$ cat src/dcc_pkg.sv
// Purpose: constants and carriers for the dac clear control block
// Assumes: 16-bit registers on a plain strobe port, 10 MHz clock
// Notes:   per-dac fields sit in bits 14..3 of each control register
package dcc_pkg;

    localparam int unsigned NUM_DACS       = 12;
    localparam int unsigned ADDR_W         = 8;
    localparam int unsigned DATA_W         = 16;
    localparam int unsigned FIELD_LSB      = 3;
    localparam int unsigned FIELD_MSB      = 14;

    localparam logic [ADDR_W-1:0] SW_CLEAR_OFFSET   = 8'h55;
    localparam logic [ADDR_W-1:0] PIN0_ENABLE_OFFSET = 8'h56;
    localparam logic [ADDR_W-1:0] CLEAR_STATUS_OFFSET = 8'h5F;

    localparam logic [DATA_W-1:0]   SW_CLEAR_RESET    = 16'h0000;
    localparam logic [DATA_W-1:0]   PIN0_ENABLE_RESET = 16'h0000;
    localparam logic [NUM_DACS-1:0] DAC_MASK_RESET    = 12'h000;

    // one register access from the master
    typedef struct packed {
        logic [ADDR_W-1:0] addr;
        logic [DATA_W-1:0] wdata;
        logic              wr;
        logic              rd;
    } dcc_bus_req_type;

endpackage : dcc_pkg

$ cat src/dcc_pin_sync.sv
// Purpose: two-stage synchroniser for the external active-low clear pin
// Assumes: pin is asynchronous to clk
// Notes:   first stage feeds only the second stage
module dcc_pin_sync (
    input  wire logic clk,
    input  wire logic srst,
    input  wire logic pin_n,
    output logic      pin_sync_n
);
    import dcc_pkg::*;

    typedef struct packed {
        logic meta_n;
        logic sync_n;
    } dcc_sync_state_type;

    dcc_sync_state_type st_q;
    dcc_sync_state_type st_d;

    ////////////////////////////////////////////////////////////////////////////////
    // shift the pin in; resets to released (high) so no clear fires after reset
    always_comb begin
        st_d        = st_q;
        st_d.meta_n = pin_n;
        st_d.sync_n = st_q.meta_n;
    end

    always_ff @(posedge clk) begin
        if (srst) begin
            st_q <= '{meta_n: 1'b1, sync_n: 1'b1};
        end else begin
            st_q <= st_d;
        end
    end

    assign pin_sync_n = st_q.sync_n;

endmodule : dcc_pin_sync

$ cat src/dcc_clear_ctrl.sv
// Purpose: software and pin-driven clear control for twelve dacs
// Assumes: clear_pin_0_n is asynchronous; register port on clk
// Notes:   reads return data in the cycle after the strobe
//
// Contract
// - software field bits 14..3 force clear
// - writing zero releases software clear
// - pin0 enable field bits 14..3 selects dacs
// - enabled dac clears while pin low
// - disabled dac ignores the pin
// - pin0 enable register resets to zero
//
// The plain strobed port was decided locally.
module dcc_clear_ctrl (
    input  wire logic                           clk,
    input  wire logic                           srst,
    input  wire logic [dcc_pkg::ADDR_W-1:0]     reg_addr,
    input  wire logic [dcc_pkg::DATA_W-1:0]     reg_wdata,
    input  wire logic                           reg_wr,
    input  wire logic                           reg_rd,
    output logic      [dcc_pkg::DATA_W-1:0]     reg_rdata,
    input  wire logic                           clear_pin_0_n,
    output logic      [dcc_pkg::NUM_DACS-1:0]   dac_clear
);
    import dcc_pkg::*;

    typedef struct packed {
        logic [NUM_DACS-1:0] sw_clear_bits;
        logic [NUM_DACS-1:0] pin0_clear_enable_bits;
        logic [NUM_DACS-1:0] clear;
        logic [DATA_W-1:0]   rdata;
    } dcc_state_type;

    dcc_state_type   st_q;
    dcc_state_type   st_d;
    dcc_bus_req_type req;
    logic            pin0_sync_n;
    logic [NUM_DACS-1:0] clear_next;

    ////////////////////////////////////////////////////////////////////////////////
    // pin passes two flops before any logic looks at it
    dcc_pin_sync u_pin0_sync (
        .clk        (clk),
        .srst       (srst),
        .pin_n      (clear_pin_0_n),
        .pin_sync_n (pin0_sync_n)
    );

    // bundle the bus inputs
    assign req = '{addr: reg_addr, wdata: reg_wdata, wr: reg_wr, rd: reg_rd};

    ////////////////////////////////////////////////////////////////////////////////
    // per-dac clear request; one loop so every channel is built the same
    for (genvar i = 0; i < NUM_DACS; i++) begin : g_dac
        // software force, or pin low with this dac enabled
        assign clear_next[i] = st_q.sw_clear_bits[i]
                             | (~pin0_sync_n & st_q.pin0_clear_enable_bits[i]);
    end

    ////////////////////////////////////////////////////////////////////////////////
    // register writes, read mux and the registered clear outputs
    always_comb begin
        st_d       = st_q;
        st_d.clear = clear_next;
        st_d.rdata = '0;
        if (req.wr) begin
            if (req.addr == SW_CLEAR_OFFSET) begin
                // ones force, zeros release
                st_d.sw_clear_bits = req.wdata[FIELD_MSB:FIELD_LSB];
            end else if (req.addr == PIN0_ENABLE_OFFSET) begin
                st_d.pin0_clear_enable_bits = req.wdata[FIELD_MSB:FIELD_LSB];
            end
        end
        // unmapped and reserved bits read zero
        if (req.rd) begin
            if (req.addr == SW_CLEAR_OFFSET) begin
                st_d.rdata[FIELD_MSB:FIELD_LSB] = st_q.sw_clear_bits;
            end else if (req.addr == PIN0_ENABLE_OFFSET) begin
                st_d.rdata[FIELD_MSB:FIELD_LSB] = st_q.pin0_clear_enable_bits;
            end else if (req.addr == CLEAR_STATUS_OFFSET) begin
                st_d.rdata[FIELD_MSB:FIELD_LSB] = st_q.clear;  // live clear state
            end
        end
    end

    // register everything; enables reset to zero so the pin is ignored at start
    always_ff @(posedge clk) begin
        if (srst) begin
            st_q.sw_clear_bits          <= SW_CLEAR_RESET[FIELD_MSB:FIELD_LSB];
            st_q.pin0_clear_enable_bits <= PIN0_ENABLE_RESET[FIELD_MSB:FIELD_LSB];
            st_q.clear                  <= DAC_MASK_RESET;
            st_q.rdata                  <= '0;
        end else begin
            st_q <= st_d;
        end
    end

    assign reg_rdata = st_q.rdata;
    assign dac_clear = st_q.clear;

    ////////////////////////////////////////////////////////////////////////////////
    // per-channel checks; one loop so no dac goes unwatched, not just dac0 and dac5
    for (genvar c = 0; c < NUM_DACS; c++) begin : g_chk

    end
endmodule : dcc_clear_ctrl

$ cat config.mk
export PLATFORM = sky130hd
export DESIGN_NAME = dcc_clear_ctrl
export DESIGN_NICKNAME = d
export VERILOG_FILES = /design/src/dcc_pkg.sv /design/src/dcc_pin_sync.sv /design/src/dcc_clear_ctrl.sv
export SDC_FILE = /design/constraint.sdc
export NUM_CORES = 1
export LEC_CHECK = 0
export BUFFER_PORTS_ARGS = -buffer_cell sky130_fd_sc_hd__buf_2
export CORE_MARGIN = 1.5
export CORE_UTILIZATION = 40
export CTS_BUF_LIST = sky130_fd_sc_hd__clkbuf_2
export CTS_CLUSTER_SIZE = 24
export DETAILED_ROUTE_END_ITERATION = 10
export GPL_TIMING_DRIVEN = 0
export PLACE_DENSITY_LB_ADDON = 0.15
export SLEW_MARGIN = 25
export SYNTH_ARGS = -nofsm -noshare
export SYNTH_HDL_FRONTEND = slang
export SYNTH_SLANG_ARGS = --single-unit
$ cat constraint.sdc
create_clock -name clk -period 1.7 [get_ports clk]
set_input_delay 0 -clock clk [delete_from_list [all_inputs] [get_ports clk]]
set_output_delay 0 -clock clk [all_outputs]
set_load 0.01 [all_outputs]
* Word-level counts from Yosys, hierarchy flattened
Cells that the tools add are included.
** Storage, ports and cells
- Input bits :: 29
- Output and inout bits :: 28
- Bits in registers :: 54
- Logic and storage cells :: 43
** Cells by class
- Bitwise operators :: 27
- Muxes and demuxes :: 3
- Equality and inequality tests :: 3
- Reduce and logical (&&, ||, !) cells :: 3
** Operators with widths (count)
- $mux 12 :: 3
- $eq 8x7->1 const B :: 3
- $and 1x1->1 :: 12
- $or 1x1->1 :: 12
- $not 1->1 :: 3
- $reduce_and 3->1 :: 1
- $reduce_and 2->1 :: 1
- $reduce_or 2->1 :: 1

* Longest topological paths before layout
Gate-level depths: netlist (run 1).
- Depth in word-level cells :: 4
- Depth in mapped cells :: 5
- Depth with buffers taken out :: 3

* By module
A second synthesis (run 1) with hierarchy kept.
** Second synthesis, totals
- Cell total of the unflattened synthesis :: 239
- Area, all modules :: 2298.5 µm²
** Modules (own cells, without submodules)
- dcc_clear_ctrl :: instances 1, area an instance 2245.9 µm², cells an instance 235
- dcc_pin_sync :: instances 1, area an instance 52.6 µm², cells an instance 4

* Worst setup path after synthesis (run 1)
OpenSTA, ideal clock, no wires.
- Kind :: input-to-reg
- Start :: input port reg_addr[7] (netlist name)
- End :: register st_q[30] (netlist name)
- Path buffers :: 2
- Stages on the path :: 5
- Setup time :: 0.120 ns
- Data arrival time :: 1.071 ns
- Required time :: 1.580 ns
- Setup slack :: 0.509 ns
- Path through :: nand3b_1 -> or4b_1 -> clkbuf_1 -> buf_6 -> mux2i_1
** On the way
- Word-level cells in the longest chain between the ends :: 3
** RTL lines
- from (decl) :: line dcc_clear_ctrl.sv:17 : input wire logic [dcc_pkg::ADDR_W-1:0] reg_addr,
- $eq 8x7->1 :: line dcc_clear_ctrl.sv:67 : if (req.addr == SW_CLEAR_OFFSET) begin
- $not 1->1 (no source line)
- $reduce_and 3->1 (no source line) *
- to (signal assigned) :: line dcc_clear_ctrl.sv:94 : st_q <= st_d;
- to (decl) :: line dcc_clear_ctrl.sv:34 : dcc_state_type st_q;
Every way passes the cells marked *; elsewhere a longest branch is shown, timed or not.
A chain may end at the register's enable or synchronous reset.

* Worst setup path in the final report (run 1)
- Start :: input port reg_addr[3] (netlist name)
- End :: register st_q[51] (netlist name)
** On the way
- Word-level cells in the longest chain between the ends :: 2
** RTL lines (line)
- $eq 8x7->1 :: dcc_clear_ctrl.sv:67
- $reduce_and 2->1 (no source line)
No other way between the ends.

==> results, run 1 <==
- The run finished with clean final reports.
- Clock-pin slew was measured on the worst setup and hold paths at 0.23 ns.
- Based on the critical path, the design can be clocked at up to 632.8 MHz.
- The area of the die is 6210 um2.
- The wire-length estimate of the detail-placed layout is 3.434 mm.
- Setup violations remaining at the end of the flow were counted as 0.
- The count of routing violations after the opening detailed-route iteration is 135.
- The layout has 527 filler cells.
- The internal portion of the total power is approximately 1.7 mW.
- The first-pass GRT wire length is ~8 mm.
- The maximum number of pins on one net before global-route repair is 16.
- Buffers placed on the I/O ports in this run total 48.
- The detailed-route wire length per cell is 12.57 um.
- The maximum vdd drop is around 0.0003 V.
- At the pin with the least slew margin, the transition time is approximately 0.54 ns.
- The detail route stage leaves a number of antenna-violating nets equal to 0.
- The setup check on the worst reg-to-reg path leaves a slack of 0.57 ns.
- The nature of the critical path endpoint is a flip-flop.
- The post-synthesis sequential element count is 50.
- The normalized max-slew margin is 0.6425.
- The clock share of power is 0.358.
- The number of warnings issued by yosys is 0.
- In this run the worst path has a maximum fanout of 6.
- The floorplan step defined a core boundary enclosing around 5500 um2.
- At the end of routability-driven placement, the weighted congestion stood at approximately 0.86.
- The post-route cell area is 2959 um2.
- The vertical die dimension is slightly below 80 um.
- The analysis attributes to cell leakage a power of approximately 1.3 nW.
- After synthesis, the netlist uses 19 different library cells.
- The number of standard cells after synthesis is approximately 240.
- The switching power is 447.0 uW.
- The library cell used most frequently in the layout, excluding fill and tap cells, is sky130_fd_sc_hd__dfxtp_1.
- Setup repair after global routing left no endpoint under its margin.
- Pin placement for this block handled 57 I/O pins.
- The post-synthesis instance area is 2298 um2.
- The tightest min-delay check is of the in -> reg type.
- The layout cell share with drive strength beyond 1 is 0.2648.
- Across the run, the number of max-cap violations was 0.
- The via count of the first global-routing pass was ~1700.
- The H-tree generated during clock tree synthesis spans 2 levels.
- The CTS buffer count is 5.
- The count of clock tree sinks is 50.
- The mean instance size in the synthesized netlist is about 9.6 um2.
- The max-slew violation count came to 0.
- The proportion of synthesized chip area in sequential cells is 0.4355.
- In this run, post-CTS repair resized a total of 0 instances.
- In this run the power density over the cells is around 700 nW/um2.
- The switching share of power is 0.2118.
- The total congestion overflow is 0.
- After detailed routing, the number of remaining DRC violations is 0.
- Clock tree synthesis selected as its root buffer the cell sky130_fd_sc_hd__clkbuf_2.
- At the worst endpoint, the arrival time is approximately 2 ns.
- The area fraction of the dominant cell type after synthesis is 0.4355.
- Sorting the synthesized cells by area gives the leading types as sky130_fd_sc_hd__dfxtp_1, sky130_fd_sc_hd__mux2i_1, sky130_fd_sc_hd__nand2b_1, sky130_fd_sc_hd__buf_4, sky130_fd_sc_hd__o221a_1.
- In this run the core area contains 27 standard-cell rows.
- The number of endpoints with negative hold slack in the final report is 0.
- Relative to the synthesized area, the layout overhead comes to 28.74%.
- The fraction of power consumed by sequential logic is 0.559.
- The initial utilization of the core area, before any placement, comes to 0.4149.
- STA classifies the critical path startpoint as an input port.
- The final clock period utilization by the worst path is 0.9296.
- The clock tree from TritonCTS is done.
- The initial antenna violation count came to 0.
- The post-route setup TNS is 0 ns.
- The top cell types in the final layout, fill and taps aside, are sky130_fd_sc_hd__dfxtp_1, sky130_fd_sc_hd__buf_2, sky130_fd_sc_hd__nand2b_1.
- The number of nets in the layout is 349.
- Before CTS, the worst setup slack after placement is between 0.15 and 0.2 ns.
- The combinational group share of total power is 0.082.
- The routed design has 4.939 mm of wire.
- Across all hold checks on the routed design, the worst slack comes to 0.06003 ns.
- The synthesized design spends more area on one cell type than any other, namely sky130_fd_sc_hd__dfxtp_1.
- The worst-skew pair later-pin latency is around 0.43 ns.
- The minimum setup slack in the final design is 0.1197 ns.
- The post-layout utilization of the core is 0.5341.
- No sink is reached through more buffers than the 2 on the longest clock path.
- The time the final worst path needs with I/O delays and setup is 1.580 ns.
- The worst path required time is 2.07 ns.
- The type of the worst setup path is in -> reg.
- Between clock sinks in the finished design, the worst skew comes to 0.01234 ns.
- The die is 78.81 um wide.
- The post-CTS setup repair buffer count is 0.
- Across every metal layer, demand over resource in global routing totals 0.1706.
- The number of inserted diodes is 0.
- The number of iterations in the first detailed-routing pass is 4.
- In this run the cell area measured after placement is between 2000 and 3000 um2.
- Using the TritonRoute via totals, the vias-per-cell ratio works out to 4.580.
- The via total after detailed routing is 1800.
[metrics by stage]
| step | cells | power [mW] |
|---|---|---|
| 6_report | 393 | 2.110 |
| 3_5_place_dp | 362 | 1.337 |
| 4_1_cts | 393 | 2.135 |
| 2_1_floorplan | 242 | 1.283 |
| 3_3_place_gp | 362 | 1.338 |
| 5_1_grt | 393 | 2.201 |
[power groups by stage]
| stage | clock network (mW) | registers [mW] | logic [mW] |
|---|---|---|---|
| CTS | 0.782 | 1.18 | 0.172 |
| finish | 0.756 | 1.18 | 0.173 |
| detailed placement | 0 | 1.20 | 0.135 |
| global route | 0.826 | 1.18 | 0.192 |
| global placement | 0 | 1.20 | 0.136 |
| floorplan | 0 | 1.20 | 0.0809 |
[sequential cells by signal, indices dropped and copies added, names as in the netlist]
| name | count |
|---|---|
| dac_clear | 12 |
| reg_rdata | 12 |
| u_pin0_sync.st_d | 1 |
| u_pin0_sync.pin_sync_n | 1 |
| st_q | 24 |
[metal layers]
metal,global-route usage,vias up,wire length [um]
met5,0,-,0
met4,0.06786,0,53
met3,0.02874,6,202
met2,0.2586,41,2152
met1,0.2399,808,2531
li1,-,945,-
[worst max-delay path, stage by stage]
cell and delay (ns):
sky130_fd_sc_hd__dlygate4sd3_1 0.54, sky130_fd_sc_hd__buf_2 0.16, sky130_fd_sc_hd__nand4bb_1 0.19, sky130_fd_sc_hd__nor3_1 0.22, sky130_fd_sc_hd__dlygate4sd3_1 0.66, sky130_fd_sc_hd__mux2i_1 0.19
[final cells by class]
cell class                 count  area (um2)  area share
buffer                        44       279.0     0.09429
tap                           72       90.09     0.03044
clock inverter                 3       63.81     0.02156
inverter                       1       3.754    0.001268
timing repair buffer          71       470.5      0.1590
sequential                    50        1001      0.3383
clock buffer                   5       25.02    0.008457
multi-input combinational    147        1026      0.3467
[worst paths after layout]
path,startpoint,end,cells after the start
max,reg_addr[3],st_q[51]$_SDFFE_PP0P_,6
min,reg_addr[1],reg_rdata[13]$_SDFF_PP0_,4
max reg2reg,u_pin0_sync.pin_sync_n$_SDFF_PP1_,dac_clear[0]$_SDFF_PP0_,4
min reg2reg,u_pin0_sync.st_d[0]$_SDFF_PP1_,u_pin0_sync.pin_sync_n$_SDFF_PP1_,1
[timing repair]
action | in CTS | in global routing
hold buffers | 23 | 0
endpoints found under the setup margin | 0 | 0
hold endpoints to repair | 28 | 0
[cell usage after synthesis]
cell	count
sky130_fd_sc_hd__dfxtp_1	50
sky130_fd_sc_hd__nand2b_1	37
sky130_fd_sc_hd__buf_4	28
sky130_fd_sc_hd__a21oi_1	24
sky130_fd_sc_hd__mux2i_1	24
sky130_fd_sc_hd__clkbuf_1	14
sky130_fd_sc_hd__nand3b_1	13
sky130_fd_sc_hd__nor2_1	13
sky130_fd_sc_hd__and2_1	12
sky130_fd_sc_hd__o221a_1	12
sky130_fd_sc_hd__or2_1	3
sky130_fd_sc_hd__nand4bb_1	2
sky130_fd_sc_hd__and3_1	1
sky130_fd_sc_hd__buf_2	1
sky130_fd_sc_hd__buf_6	1
sky130_fd_sc_hd__conb_1	1
sky130_fd_sc_hd__inv_1	1
sky130_fd_sc_hd__nor3_1	1
sky130_fd_sc_hd__or4b_1	1
[kinds of logic (layout without fill, tap and decap cells)]
kind of cell,count (synthesis),in the layout,share of synthesized area
and+or+nand+nor,83,83,0.2243
DFF,50,50,0.4355
buffers and inverters,45,124,0.1230
AOI/OAI and AO/OA,36,36,0.1111
muxes,24,24,0.1045
other,1,4,0.001632
Note: power is estimated with default switching activity, not from simulation.
==> run 2, diff against run 1 <==
==> constraint.sdc (replaced) <==
create_clock -name clk -period 2.01 [get_ports clk]
set_input_delay 0 -clock clk [delete_from_list [all_inputs] [get_ports clk]]
set_output_delay 0 -clock clk [all_outputs]
set_load 0.01 [all_outputs]
==> run 2 against run 1 <==
  * Global-route usage increased by 0.21 points
  * Worst setup slack got worse by 0.080 ns
  * Sequential power is 15% lower
  * Register-to-register slack improved by 0.02 ns
  * Via count grew 0.83%
  * Cell count is 0.25% higher
  * Power fell by 15%
  * Critical endpoint is now reg_rdata[13]$_SDFF_PP0_
==> results, run 2 (synthesis gave the netlist of run 1 again) <==
- Status: complete, no violations (unchanged).
- The standard cell area after detailed placement is 2640 um2 (unchanged).
- The effective utilization at floorplan is 0.4149 (unchanged).
- The critical-path cell with the highest stage delay was sky130_fd_sc_hd__dlygate4sd3_1 (unchanged).
- Subtracting the final worst setup slack from the clock period gives roughly 2 ns.
- The max-cap violation count is 0 (unchanged).
- The count of routing violations after the opening detailed-route iteration is 132 (was 135).
- The worst-skew pair later-pin latency was 0.43 ns (about the same).
- The leakage dissipation is 1.334 nW (was 1.340 nW).
- The startpoint of the lowest-slack register-to-register path was st_q[38]$_SDFFE_PP0P_ (was u_pin0_sync.pin_sync_n$_SDFF_PP1_).
- The most common cell after layout, fill and taps aside is sky130_fd_sc_hd__dfxtp_1 (unchanged).
- The die extent in x is 78.81 um (unchanged).
- The nature of the critical path endpoint is a flip-flop (unchanged).
- The routed via count divided by cell count was 4.607 (was 4.580).
- The layout cell share with drive strength beyond 1 is 0.2702 (was 0.2648).
- The number of endpoints with negative hold slack in the final report is 0 (unchanged).
- The first-pass GRT wire length is 8.314 mm (was 8.204 mm).
- The number of stages on the worst setup path is 7 (was 6).
- The upper clock frequency limit is 507.5 MHz.
- The total track usage is 0.1727 (was 0.1706).
- The vertical die dimension is 78.81 um (unchanged).
- The startpoint class of the critical path is an input port (unchanged).
- The number of antenna-violating nets in the routed design is 0 (unchanged).
- The standard-cell row count came to 27 (unchanged).
- The remaining routing DRC violations is 0 (unchanged).
- The deepest level of the CTS H-tree is 2 (unchanged).
- The count of final setup violators came to 0 (unchanged).
- The depth of the worst hold-timing path is 3 (was 4).
- The area of the die is 6210 um2 (unchanged).
- The max-slew violation count was 0 (unchanged).
- The area inside the core boundary is 5540 um2 (unchanged).
- The number of iterations in the first detailed-routing pass was 4 (unchanged).
- The critical path buffer and inverter count was 4 (was 3).
- The CTS buffer count is 5 (unchanged).
- The number of flip-flops under the largest register name is 24 (unchanged).
- The depth of the worst register-to-register path is 4 (unchanged).
- The clock transition at the registers of the reported paths is 0.24 ns (was 0.23 ns).
- The normalized max-slew margin is 0.6653 (was 0.6425).
- The most congested layer reported by global routing is met2 (unchanged).
- The maximum number of pins on one net before global-route repair was 16 (unchanged).
- The synthesis-to-finish area growth was 29.61% (was 28.74%).
- The final clock period utilization by the worst path is 0.9803.
- The highest net fanout along the worst path is 3 (was 6).
- The detailed-route wire length per cell was 12.70 um (was 12.57 um).
- The met2 usage in global routing is 0.2586 (unchanged).
- The maximum buffer depth of the clock tree is 2 (unchanged).
- The register-to-register path setup slack is 0.59 ns (was 0.57 ns).
- The startpoint of the most critical hold path is reg_addr[3] (was reg_addr[1]).
- The via total after detailed routing is 1815 (was 1800).
- Setup repair after global routing missed its margin: no (unchanged).
- The peak per-stage delay on the critical path was 0.62 ns (was 0.66 ns).
- Most frequent cells in the layout: sky130_fd_sc_hd__dfxtp_1, sky130_fd_sc_hd__buf_2, sky130_fd_sc_hd__nand2b_1 (unchanged).
- The count of clock tree sinks is 50 (unchanged).
- The most prevalent standard cell on the critical path is sky130_fd_sc_hd__dlygate4sd3_1 (unchanged).
- The post-layout utilization of the core is 0.5377 (was 0.5341).
- The register with the most flip-flops is st_q (unchanged).
- The detailed placer's ending HPWL is 3.434 mm (unchanged).
- The class of the most critical hold timing path is in -> reg (unchanged).
- The final weighted congestion in routability-driven placement is 0.8599 (unchanged).
- List of cells traversed by the critical path: dlygate4sd3_1, buf_2, nand3b_1, dlygate4sd3_1, nor2_2, o221a_1, dlygate4sd3_1 (was dlygate4sd3_1, buf_2, nand4bb_1, nor3_1, dlygate4sd3_1, mux2i_1).
- The power density of the placed cells is 602.0 nW/um2 (was 713.0 nW/um2).
- The arrival time at the worst endpoint is 2.37 ns (was 1.95 ns).
- The family with the most delay on the worst path is buffers and inverters (unchanged).
- The maximum vdd drop was 0.0002625 V (was 0.0003054 V).
- The endpoint of the most critical register-to-register path is reg_rdata[13]$_SDFF_PP0_ (was dac_clear[0]$_SDFF_PP0_).
- The final non-filler cell total was 394 (was 393).
- The clock tree root buffer cell is sky130_fd_sc_hd__clkbuf_2 (unchanged).
- The initial antenna violation count was 0 (unchanged).
- The met3 global-route usage came to 0.02874 (unchanged).
- The number of inserted diodes is 0 (unchanged).
- The top-level port count is 57 (unchanged).
- The met1 usage in global routing is 0.2433 (was 0.2399).
- The post-route setup TNS is 0 ns (unchanged).
- The total instance count after detailed placement came to 362 (unchanged).
- The number of I/O port buffers is 48 (unchanged).
- The final setup skew is 0.009047 ns (was 0.01234 ns).
- The total routed wirelength was 5.003 mm (was 4.939 mm).
- The via count of the first global-routing pass came to 1679 (was 1676).
- The type of the worst setup path is in -> reg (unchanged).
- The post-route cell area came to 2979 um2 (was 2959 um2).
- The number of nets in the layout is 350 (was 349).
- The clock tree from TritonCTS is done (unchanged).
- The total congestion overflow is 0 (unchanged).
- The hold-critical path endpoint is reg_rdata[14]$_SDFF_PP0_ (was reg_rdata[13]$_SDFF_PP0_).
- The slew at the pin closest to its max-slew limit is 0.5020 ns (was 0.5363 ns).
- The worst path required time is 2.41 ns (was 2.07 ns).
==> run 2: routing by layer <==
metal  part of all wire  wire length [um]
met1               0.51              2531
met2               0.43              2129
met3              0.045               223
met4              0.024               119
met5                  0                 0
==> run 2: cell type report <==
cell class | instances | area [um2]
fill | 528 | 2561
multi-input combinational | 147 | 1033
sequential | 50 | 1001
timing repair buffer | 72 | 480.5
buffer | 44 | 281.5
tap | 72 | 90.09
clock inverter | 3 | 63.81
clock buffer | 5 | 25.02
inverter | 1 | 3.754
==> run 2: worst max-delay path by stage <==
stage                      startpoint                       end  slack, ns
after CTS                 reg_addr[7]  reg_rdata[13]$_SDFF_PP0_       0.07
after floorplan           reg_addr[7]     st_q[30]$_SDFFE_PP0P_       0.82
after global placement    reg_addr[1]     st_q[49]$_SDFFE_PP0P_       0.52
after detailed placement  reg_addr[1]     st_q[42]$_SDFFE_PP0P_       0.47
final                     reg_addr[7]  reg_rdata[13]$_SDFF_PP0_       0.04
after global routing      reg_addr[7]  reg_rdata[11]$_SDFF_PP0_       0.03
==> run 2: through the flow <==
stage / hold slack [ns] / worst slack [ns] / power, mW
finish: 0.04139 / 0.03958 / 1.793
global route: 0.06531 / 0.03084 / 1.864
CTS: 0.02691 / 0.07311 / 1.806
detailed placement: 0.1843 / 0.4657 / 1.131
global placement: 0.1767 / 0.5232 / 1.132
floorplan: 0.09714 / 0.8192 / 1.085
==> run 2: power breakdown <==
group / switching, mW / total [mW] / internal (mW)
logic: 0.0685 / 0.148 / 0.0796
clock network: 0.316 / 0.647 / 0.330
registers: 0.00103 / 0.998 / 0.997
==> run 2: worst register-to-register path, stage by stage, from the launching register on <==
cell and delay (ns):
sky130_fd_sc_hd__dfxtp_1 0.43, sky130_fd_sc_hd__nand3b_1 0.09, sky130_fd_sc_hd__a21oi_1 0.16, sky130_fd_sc_hd__o221a_1 0.18, sky130_fd_sc_hd__dlygate4sd3_1 0.53
==> run 2: repair_timing <==
| item | in CTS | in global routing |
|---|---|---|
| resized for setup | 0 | 3 |
| endpoints found under the setup margin | 0 | 9 |
| hold buffers | 24 | 0 |
| hold endpoints to repair | 28 | 0 |
| buffers inserted | 0 | 0 |
